File: src/hdl/pci_cfg.svh
// Purpose: constants for the pin change interrupt unit
// Assumes: one 8-bit register per port, software access by plain ports
// Notes:   first port has six pins, bits 7-6 read as zero
// Functional notes
// - Every pin can be source except first port bits 7-6 and second port bits 3-0
// - Master enable needed before any interrupt
// - Master off: flags still set, no interrupt
// - Each pin has rising and falling detector
// - Rising detect only when rise enable set
// - Falling detect only when fall enable set
// - Both enables set: either polarity detected
// - Enabled edge sets sticky per-pin flag
// - Interrupt request when flag set and enabled
// - Summary flag is OR of all flags
// - Writing zero clears a flag bit
// - Edge during clearing write leaves flag set
// - Hardware edge beats written data either way
// - First port: six bits, top two read zero
// - Change in sleep wakes device if enabled
// - Sleep edge recorded before first instruction
`ifndef PCI_CFG_SVH
`define PCI_CFG_SVH
`define PCI_REG_W        8
`define PCI_NUM_PORTS    3
`define PCI_PORT_W       24
`define PCI_FIRST_PORT_MASK  8'h3F
`define PCI_SECOND_PORT_MASK 8'hF0
`define PCI_THIRD_PORT_MASK  8'hFF
`define PCI_REG_RESET    8'h00
`define PCI_SYNC_STAGES  2
`endif

File: src/hdl/pci_pkg.sv
// Purpose: types for the pin change interrupt unit
// Assumes: three 8-bit ports
// Notes:   port select codes for software writes
package pci_pkg;
   typedef logic [7:0] pci_byte_t;
   typedef enum logic [1:0] {
      PCI_PORT_A = 2'b00,
      PCI_PORT_B = 2'b01,
      PCI_PORT_C = 2'b10,
      PCI_PORT_NONE = 2'b11
   } pci_port_e;
endpackage

File: src/hdl/pci_unit.sv
// Purpose: pin change interrupt unit for three ports
// Assumes: software side as plain write strobes, one port per write
// Notes:   clock must run during sleep for wake detection
`timescale 1ns/100ps
`include "pci_cfg.svh"
module pci_unit (
   input  wire logic                   core_clk,
   input  wire logic                   rst,
   input  wire logic [`PCI_PORT_W-1:0] port_pins,
   input  wire logic                   change_irq_master_enable,
   input  wire logic                   sleep_mode,
   input  pci_pkg::pci_port_e          wr_port,
   input  wire logic                   wr_rise,
   input  wire logic                   wr_fall,
   input  wire logic                   wr_flag,
   input  pci_pkg::pci_byte_t          wr_data,
   output logic [`PCI_PORT_W-1:0]      rise_detect_enable_reg,
   output logic [`PCI_PORT_W-1:0]      fall_detect_enable_reg,
   output logic [`PCI_PORT_W-1:0]      pin_change_flag_reg,
   output logic                        change_irq_summary_flag,
   output logic                        irq_req,
   output logic                        wake_req
);
   import pci_pkg::*;
   localparam logic [`PCI_PORT_W-1:0] IMPL_MASK = {`PCI_THIRD_PORT_MASK,
                                                   `PCI_SECOND_PORT_MASK,
                                                   `PCI_FIRST_PORT_MASK};
   logic [`PCI_PORT_W-1:0] hit;
   logic [`PCI_PORT_W-1:0] sel;
   logic [`PCI_PORT_W-1:0] wdata;
   logic [`PCI_PORT_W-1:0] next_rise;
   logic [`PCI_PORT_W-1:0] next_fall;
   logic [`PCI_PORT_W-1:0] next_flag;
   logic                   next_summary;
   logic                   next_irq;
   logic                   next_wake;

   // Every pin gets a detector; unimplemented ones are masked by enables
   genvar gi;
   generate
      for (gi = 0; gi < `PCI_PORT_W; gi++) begin : g_pin
         pci_edge_det u_det (
            .core_clk (core_clk),
            .rst      (rst),
            .pin      (port_pins[gi]),
            .rise_en  (rise_detect_enable_reg[gi]),
            .fall_en  (fall_detect_enable_reg[gi]),
            .edge_hit (hit[gi])
         );
      end
   endgenerate

   always_comb begin
      sel = '0;
      if (wr_port == PCI_PORT_A) begin
         sel[7:0] = 8'hFF;
      end else if (wr_port == PCI_PORT_B) begin
         sel[15:8] = 8'hFF;
      end else if (wr_port == PCI_PORT_C) begin
         sel[23:16] = 8'hFF;
      end
      sel   = sel & IMPL_MASK;
      wdata = {wr_data, wr_data, wr_data};
      next_rise = rise_detect_enable_reg;
      next_fall = fall_detect_enable_reg;
      next_flag = pin_change_flag_reg;
      if (wr_rise) begin
         next_rise = (rise_detect_enable_reg & ~sel) | (wdata & sel);
      end
      if (wr_fall) begin
         next_fall = (fall_detect_enable_reg & ~sel) | (wdata & sel);
      end
      // Written zero clears; written one keeps, software cannot set a flag
      if (wr_flag) begin
         next_flag = pin_change_flag_reg & (wdata | ~sel);
      end
      // Edge in the same cycle wins over the write
      next_flag = (next_flag | hit) & IMPL_MASK;
      next_summary = |next_flag;
      next_irq  = next_summary & change_irq_master_enable;
      next_wake = next_irq & sleep_mode;
   end

   always_ff @(posedge core_clk or posedge rst) begin
      if (rst) begin
         rise_detect_enable_reg  <= '0;
         fall_detect_enable_reg  <= '0;
         pin_change_flag_reg     <= '0;
         change_irq_summary_flag <= 1'b0;
         irq_req                 <= 1'b0;
         wake_req                <= 1'b0;
      end else begin
         rise_detect_enable_reg  <= next_rise;
         fall_detect_enable_reg  <= next_fall;
         pin_change_flag_reg     <= next_flag;
         change_irq_summary_flag <= next_summary;
         irq_req                 <= next_irq;
         wake_req                <= next_wake;
      end
   end
endmodule

File: src/hdl/pci_edge_det.sv
// Purpose: synchroniser and edge detector for one pin
// Assumes: pin asynchronous to core_clk in real use
// Notes:   edge pulses last one cycle
`timescale 1ns/100ps
`include "pci_cfg.svh"
module pci_edge_det (
   input  wire logic core_clk,
   input  wire logic rst,
   input  wire logic pin,
   input  wire logic rise_en,
   input  wire logic fall_en,
   output logic      edge_hit
);
   import pci_pkg::*;
   logic meta;
   logic sync;
   logic prev;
   logic next_hit;
   // First stage read only by the second
   always_ff @(posedge core_clk or posedge rst) begin
      if (rst) begin
         meta <= 1'b0;
         sync <= 1'b0;
         prev <= 1'b0;
      end else begin
         meta <= pin;
         sync <= meta;
         prev <= sync;
      end
   end
   // Two detectors, either or both enabled
   always_comb begin
      next_hit = (rise_en & sync & ~prev) | (fall_en & ~sync & prev);
   end
   assign edge_hit = next_hit;
endmodule

File: config.mk
export PLATFORM = sky130hd
export DESIGN_NAME = pci_unit
export DESIGN_NICKNAME = d
export VERILOG_FILES = /design/src/hdl/pci_pkg.sv /design/src/hdl/pci_unit.sv /design/src/hdl/pci_edge_det.sv
export VERILOG_INCLUDE_DIRS = /design/src /design/src/hdl
export SDC_FILE = /design/constraint.sdc
export NUM_CORES = 1
export LEC_CHECK = 0
export BUFFER_PORTS_ARGS = -buffer_cell sky130_fd_sc_hd__buf_4
export CORE_MARGIN = 4
export CORE_UTILIZATION = 40
export DETAILED_ROUTE_END_ITERATION = 12
export PLACE_DENSITY = 0.68
export SETUP_SLACK_MARGIN = 0.2
export SYNTH_ARGS = -nofsm -noshare
export SYNTH_HDL_FRONTEND = slang
export SYNTH_SLANG_ARGS = --single-unit
File: constraint.sdc
create_clock -name core_clk -period 8.75 [get_ports core_clk]
set_input_delay 0.875 -clock core_clk [delete_from_list [all_inputs] [get_ports core_clk]]
set_output_delay 0.875 -clock core_clk [all_outputs]
set_load 0.01 [all_outputs]
==> flow_summary.yaml, run 1 <==
grt:
  grt_first_pass_wirelength_mm: 14.1
  grtUsageMet1: 0.193
  gr-usage-all-layers: 0.145
  met3_usage: 0.0444
  grt_overflow: 0
  met2_usage: 0.230
  top_usage_layer: "met2"
  antenna_found_initial: 0
  grt_max_degree: 71
  grt_pass1_vias: 2614
clock_tree:
  postCtsSetupRepairBufs: 0
  cts_max_path_buffers: 2
  numCtsBuffers: 9
  cts_root_buffer: "clkbuf_8"
  clk_pin_slew_worst_paths_ns: 0.10
  h-tree-depth: 3
  cts.sinks: 111
  ctsHoldBuffers: 0
  cts_tree: "done"
  clock_insertion_delay_worst_skew_ns: 0.36
  cts_resized: 0
final_layout:
  area_growth_pct: 15.2
  regArea_sq_um: 2780
  drive_gt1_frac: 0.394
  insertedDiodeCount: 0
  fin_area_sq_um: 5080
  multi_input_comb_area_sq_um: 1210
  nets: 419
  fillers: 966
run_status:
  status: "finished, final reports clean"
pwr:
  ir_drop_v: 0.0000901
  p_sw_uw: 303
  pwr-share-comb: 0.190
  power_frac_clock: 0.251
  power.total_mw: 1.10
  powerDensity_nw_per_um2: 216
  internal_power_uw: 794
  p_sw_frac: 0.276
  p_leak_nw: 2.31
  seq_power_share: 0.559
synth:
  ys_ff_latch: 111
  ys_types: 33
  synthArstFlopShare: 1.00
  synth_commonest_cells: "dfrtp_1 (111), buf_4 (54), mux2_2 (36), nand3b_1 (30), inv_1 (14)"
  yosysMostFrequentCell: "dfrtp_1"
  netlist_area_sq_um: 4410
  yosysSeqAreaShare: 0.630
  yosys_warnings: 0
  synth_top_area_share: 0.630
  synth_edf_count: 0
  ys_top_cells_by_area: "dfrtp_1 (63%), buf_4 (9.2%), mux2_2 (9.2%)"
  netlist_instances: 317
  avgSynthCellArea_sq_um: 13.9
  ys.flop_type: "dfrtp_1"
  synth_largest_area_cell: "dfrtp_1"
timing:
  slew_headroom: 0.409
  timing.fmax_ghz: 0.431
  min_period_ns: 2.32
  setup_ws_ns: 6.43
  period_share: 0.265
  maxSlewViolCount: 0
  worst_pin_slew_ns: 0.886
  fin_tns_setup_ns: 0
  rsz0062_at_grt: "false"
  fin_worst_skew_ns: 0.00646
  setup-violations-final: 0
  hold_violations: 0
  worst_hold_slack_ns: 0.355
worst_setup_path:
  regToRegEndpoint: "irq_req"
  crit_path_end: "irq_req"
  critical_path_class: "input pin to flip-flop"
  worstPathArrival_ns: 2.56
  ff2ff_setup_slack_ns: 7.07
  reg2reg_depth: 5
  crit_path_end_kind: "flip-flop"
  crit_path_max_fanout: 19
  cp_slowest_stage_delay_ns: 0.54
  startpoint_type: "input pin"
  crit_slowest_cell: "nor4_1"
  crit_required_ns: 8.99
  cp_cell_sequence: "buf_4 -> nor4bb_1 -> o211ai_1 -> nor4_1 -> and4b_1 -> a21boi_1"
  crit_start: "wr_port[1]"
drt:
  via_per_inst: 4.68
  drt-initial-drc-count: 107
  ant_nets: 0
  dr.pass1.iters: 4
  drc: 0
  vias: 2447
  wl_per_cell_um: 17.0
  routed_wl_mm: 8.90
floorplanning:
  die_h_um: 113
  num_rows: 38
  start_util: 0.408
  die_x_um: 113
  core_area_sq_um: 10800
  dieArea_sq_um: 12800
  io_pins: 116
placement:
  io_buffers: 91
  post_dp_cell_area_sq_um: 4900
  place.gp.congestion: 0.735
  dp_hpwl_mm: 6.38
  place_ws_ns: 6.08
min_path:
  holdPathStages: 0
  holdCritPathClass: "flip-flop to flip-flop"
run:
  cap_violations: 0
-- worst min path at each step --
stage                    startpoint  slack [ns]                   end
2_1_floorplan   g_pin[0].u_det.meta        0.33   g_pin[0].u_det.sync
3_3_place_gp   g_pin[18].u_det.meta        0.33  g_pin[18].u_det.sync
3_5_place_dp   g_pin[13].u_det.meta        0.34  g_pin[13].u_det.sync
4_1_cts        g_pin[15].u_det.meta        0.36  g_pin[15].u_det.sync
5_1_grt         g_pin[2].u_det.meta        0.37   g_pin[2].u_det.sync
6_report       g_pin[15].u_det.meta        0.35  g_pin[15].u_det.sync
-- worst max-delay path: cells and delay by family --
family,cells,cell delay [ns]
simple gates,3,1.22
buf+inv,1,0.24
compound gates,2,0.22
-- layout make-up --
type,instances,share of cell area
clock inverter,6,0.00714
multi-input combinational,150,0.237
timing repair buffer,92,0.136
sequential,111,0.547
tap,140,0.0345
inverter,14,0.0108
clock buffer,10,0.0271
-- power by group through the flow --
stage	clock network [mW]	logic, mW	registers [mW]
2_1_floorplan	0	0.147	0.619
5_1_grt	0.312	0.228	0.622
3_3_place_gp	0	0.209	0.622
3_5_place_dp	0	0.213	0.625
6_report	0.275	0.208	0.614
4_1_cts	0.289	0.213	0.615
-- metrics by stage --
step / util / instances
floorplan: - / 334
global placement: 0.454 / 507
detailed placement: 0.454 / 507
CTS: 0.471 / 523
global route: 0.471 / 523
finish: 0.471 / 523
-- placed cells by master (no fill, tap or decap) --
cell	Yosys	routed
dfrtp_1	111	111
buf_4	54	92
mux2_2	36	36
nand3b_1	30	30
conb_1	1	18
o211ai_1	13	13
inv_1	14	13
nand2_1	10	10
clkbuf_8	0	10
nor4bb_1	8	8
o21ai_0	5	5
and3b_1	4	4
clkinv_2	0	4
nor2b_1	2	2
nor3b_2	2	2
or4b_1	2	2
a211oi_1	2	2
nor4b_1	2	2
or3b_4	2	2
nor4_1	2	2
and4bb_1	1	1
nor2_1	1	1
o21ai_2	1	1
or2b_1	1	1
nand3_1	1	1
and2_0	1	1
and4b_1	1	1
nand4bb_1	1	1
nand4b_1	1	1
nor4_4	1	1
a21boi_1	1	1
a21oi_1	1	1
inv_4	0	1
clkinvlp_4	0	1
clkinv_4	0	1
-- cell families after synthesis --
kind of cell	after synthesis	synth area share
flops	111	0.630
other cells	1	0.000851
mux	36	0.0920
buf+inv	73	0.111
compound gates	23	0.0360
simple gates	73	0.130
-- metal layers --
metal,up-vias,share of wire
met4,0,0.011
li1,1154,-
met2,67,0.48
met1,1218,0.45
met5,-,0
met3,8,0.065
Note: power is estimated with default switching activity, not from simulation.
==> run 2: changes to the inputs <==
clock period = 2.2 ns   (was 8.75 ns; I/O delays follow)
==> flow_summary.yaml, run 2 (synthesized netlist as in run 1, its figures left out) <==
drt:
  dr.pass1.iters: 4
  ant_nets: 0
  routed_wl_mm: 9.00
  wl_per_cell_um: 16.5
  via_per_inst: 4.78
  drt-initial-drc-count: 54
  vias: 2600
  drc: 0
pwr:
  ir_drop_v: 0.000414
  p_leak_nw: 2.41
  power.total_mw: 4.54
  powerDensity_nw_per_um2: 850
clock_tree:
  h-tree-depth: 3
  numCtsBuffers: 9
  cts.sinks: 111
  cts_max_path_buffers: 2
  postCtsSetupRepairBufs: 0
  ctsHoldBuffers: 19
  cts_root_buffer: "clkbuf_8"
  clk_pin_slew_worst_paths_ns: 0.10
  cts_tree: "done"
  cts_resized: 0
  clock_insertion_delay_worst_skew_ns: 0.36
timing:
  slew_headroom: 0.572
  rsz0062_at_grt: "false"
  worst_pin_slew_ns: 0.639
  hold_violations: 0
  fin_worst_skew_ns: 0.00839
  fin_tns_setup_ns: 0
  period_share: 0.749
  timing.fmax_ghz: 0.607
  maxSlewViolCount: 0
  setup-violations-final: 0
  min_period_ns: 1.65
placement:
  place.gp.congestion: 0.737
  post_dp_cell_area_sq_um: 4950
  dp_hpwl_mm: 6.43
  io_buffers: 91
floorplanning:
  dieArea_sq_um: 12800
  die_x_um: 113
  io_pins: 116
  die_h_um: 113
  start_util: 0.408
  core_area_sq_um: 10800
  num_rows: 38
worst_setup_path:
  crit_path_max_fanout: 19
  startpoint_type: "input pin"
  crit_path_frequent_cell: "buf_4"
  ff2ff_setup_slack_ns: 0.59
  cp_cell_sequence: "buf_4 -> nor4bb_1 -> o211ai_1 -> nor4_1 -> buf_4 -> and4b_1 -> a21boi_1"
  crit_required_ns: 2.45
  critical_path_buf_inv_count: 2
  cp_slowest_stage_delay_ns: 0.41
  crit_slowest_cell: "nor4bb_1"
  crit_path_end: "irq_req"
  regToRegEndpoint: "irq_req"
  crit_path_end_kind: "flip-flop"
  critical_path_class: "input pin to flip-flop"
  cp_num_cells: 7
  crit_start: "wr_port[0]"
  cp_top_family: "simple AND/OR/NAND/NOR gates"
  reg2reg_depth: 6
  worstPathArrival_ns: 1.90
final_layout:
  final_common_cell: "dfrtp_1"
  fin_area_sq_um: 5340
  fin_util: 0.495
  multi_input_comb_area_sq_um: 1210
  nets: 440
  final_cell_mix: "dfrtp_1 (111), buf_4 (92), mux2_2 (36)"
  regArea_sq_um: 2780
  area_growth_pct: 21.1
  drive_gt1_frac: 0.379
  fillers: 953
  insertedDiodeCount: 0
min_path:
  min-delay-start: "sleep_mode"
  holdCritPathClass: "input pin to flip-flop"
grt:
  antenna_found_initial: 0
  grt_pass1_vias: 2647
  grt_first_pass_wirelength_mm: 14.7
  grt_overflow: 0
  grt_max_degree: 49
  gr-usage-all-layers: 0.148
run:
  cap_violations: 0
run_status:
  status: "finished, final reports clean"
run 2: changes by cell type in the layout (fill, tap and decap cells not counted), sizes merged:
cell         delta
bufinv          +1
clkinv          -3
inv             +1
clkinvlp        +1
dlygate4sd3    +19
buf             +2
run 2: power breakdown:
part           internal [mW]  leakage [nW]  switching (mW)
combinational          0.473          1.04           0.386
clock                  0.563         0.103           0.670
sequential              2.28          1.27           0.167
run 2: layer usage:
metal | global-route usage | routed length, um | up-vias
met5 | 0 | 0 | -
met3 | 0.0364 | 505 | 11
met2 | 0.239 | 4540 | 72
li1 | - | - | 1193
met4 | 0.0409 | 106 | 0
met1 | 0.200 | 3840 | 1324
run 2: layout make-up:
cell class | instances | area share
sequential | 111 | 0.520
clock buffer | 10 | 0.0258
timing repair buffer | 113 | 0.172
inverter | 14 | 0.0105
clock inverter | 6 | 0.0122
tap | 140 | 0.0328
multi-input combinational | 150 | 0.226
run 2: metrics by stage:
| step | instances | worst slack, ns | hold slack [ns] |
|---|---|---|---|
| final | 544 | 0.552 | 0.111 |
| after global routing | 544 | 0.393 | 0.0859 |
| after CTS | 544 | 0.517 | 0.0871 |
| after detailed placement | 509 | 0.166 | 0.310 |
| after global placement | 509 | 0.143 | 0.309 |
| after floorplan | 334 | 0.469 | 0.251 |
run 2: worst reg2reg max path, cell delays in order, from the launching register on:
cell      delay [ns]
dfrtp_1         0.41
nand3b_1        0.09
o211ai_1        0.12
nor4_1          0.39
buf_4           0.18
and4b_1         0.24
a21boi_1        0.08
run 2: worst min path at each step:
| stage | end | slack [ns] | depth (start not counted) |
|---|---|---|---|
| floorplan | g_pin[0].u_det.meta | 0.25 | 0 |
| global placement | g_pin[19].u_det.meta | 0.31 | 2 |
| detailed placement | async pin | 0.31 | 2 |
| CTS | wake_req | 0.09 | 3 |
| global route | wake_req | 0.09 | 3 |
| finish | wake_req | 0.11 | 3 |
==> run 3: changes to the inputs <==
PLACE_DENSITY = 0.71   (was 0.68)
clock period = 1.5 ns   (was 2.2 ns; I/O delays follow)
==> flow_summary.yaml, run 3 (synthesized netlist as in run 1, its figures left out) <==
final_layout:
  fin_area_sq_um: 5620
  drive_gt1_frac: 0.438
  insertedDiodeCount: 0
  nets: 474
  fillers: 966
  final_cell_mix: "buf_4 (125), dfrtp_1 (111), mux2_2 (36)"
  final_cells: 578
  area_growth_pct: 27.6
  fin_util: 0.521
  final_common_cell: "buf_4"
grt:
  grt_pass1_vias: 2957
  grt_first_pass_wirelength_mm: 15.5
  antenna_found_initial: 0
  grt_max_degree: 58
  grt_overflow: 0
  gr-usage-all-layers: 0.160
worst_setup_path:
  crit_path_end_kind: "flip-flop"
  startpoint_type: "flip-flop"
  worstPathArrival_ns: 1.87
  crit_required_ns: 1.78
  critical_path_class: "flip-flop to flip-flop"
  crit_path_max_fanout: 3
timing:
  fin_worst_skew_ns: 0.0151
  maxSlewViolCount: 0
  setup_ws_ns: -0.0855
  timing.fmax_ghz: 0.631
  rsz0062_at_grt: "true"
  hold_violations: 0
  setup-violations-final: 3
  min_period_ns: 1.59
  period_share: 1.06
floorplanning:
  die_x_um: 113
  start_util: 0.408
  num_rows: 38
  core_area_sq_um: 10800
  die_h_um: 113
  dieArea_sq_um: 12800
  io_pins: 116
placement:
  place_ws_ns: -0.478
  place.gp.congestion: 0.717
  post_dp_cell_area_sq_um: 5200
  io_buffers: 91
  dp_hpwl_mm: 7.06
  dp_cells: 542
drt:
  wl_per_cell_um: 16.3
  ant_nets: 0
  routed_wl_mm: 9.45
  drt-initial-drc-count: 80
  drc: 0
  vias: 2710
  dr.pass1.iters: 6
  via_per_inst: 4.69
clock_tree:
  cts_max_path_buffers: 2
  numCtsBuffers: 9
  cts.sinks: 111
  h-tree-depth: 3
  clock_insertion_delay_worst_skew_ns: 0.39
  cts_root_buffer: "clkbuf_8"
  postCtsSetupRepairBufs: 0
  cts_tree: "done"
  clk_pin_slew_worst_paths_ns: 0.12
min_path:
  holdCritPathClass: "input pin to flip-flop"
run_status:
  status: "complete, but fails checks"
  violations: "setup timing"
pwr:
  p_leak_nw: 2.57
  powerDensity_nw_per_um2: 1200
  ir_drop_v: 0.000570
run:
  cap_violations: 0
run 3: path summary, 6_finish.rpt:
check	end	slack [ns]	cells past startpoint	startpoint
worst max-delay path	irq_req	-0.09	6	g_pin[21].u_det.sync
worst min-delay path	irq_req	0.03	2	change_irq_master_enable
worst max register to register	irq_req	-0.09	6	g_pin[21].u_det.sync
worst min register to register	g_pin[1].u_det.sync	0.34	0	g_pin[1].u_det.meta
max in group asynchronous	g_pin[1].u_det.meta	0.82	4	rst
min in group asynchronous	g_pin[22].u_det.meta	0.40	4	rst
run 3: area by class of cell:
type	count	area (sq um)	share of cell area
flip-flops and latches	111	2780	0.494
multi-input cells	150	1230	0.219
repair buffers	147	1180	0.210
well taps	140	175	0.0312
clock buffers	10	138	0.0245
clock inverters	6	63.8	0.0113
inverters	14	56.3	0.0100
run 3: timing repair:
item | in CTS | in global routing
endpoints found under the setup margin | 3 | 3
hold endpoints to repair | 130 | 0
pin swaps | 5 | 3
gates resized for setup | 2 | 2
hold buffers | 20 | 0
run 3: layer usage:
layer  up-vias  GRT usage  wire length, um
met4         0     0.0601              136
met2        63      0.262             4790
met5         -          0                0
li1       1265          -                -
met3         8     0.0535              550
met1      1374      0.197             3970
run 3: power by group:
part | leakage, nW | total (mW) | switching, mW | internal [mW]
Clock | 0.0993 | 1.76 | 1.07 | 0.692
Sequential | 1.27 | 3.58 | 0.241 | 3.34
Combinational | 1.20 | 1.42 | 0.620 | 0.802
Total | 2.57 | 6.77 | 1.93 | 4.83
run 3: metrics by stage:
stage / power [mW] / setup TNS, ns / hold WS, ns
floorplan: 4.48 / -0.0483 / 0.181
global placement: 5.00 / -1.50 / 0.259
detailed placement: 5.05 / -1.42 / 0.260
CTS: 6.87 / -0.326 / 0.00794
global route: 7.15 / -0.627 / 0.00347
finish: 6.77 / -0.229 / 0.0266
run 3: worst max-delay path: stages (launching register included):
cell,delay [ns]
dfrtp_1,0.41
nand3b_1,0.09
o211ai_1,0.12
nor4_2,0.38
buf_4,0.17
and4b_2,0.25
a21boi_1,0.07
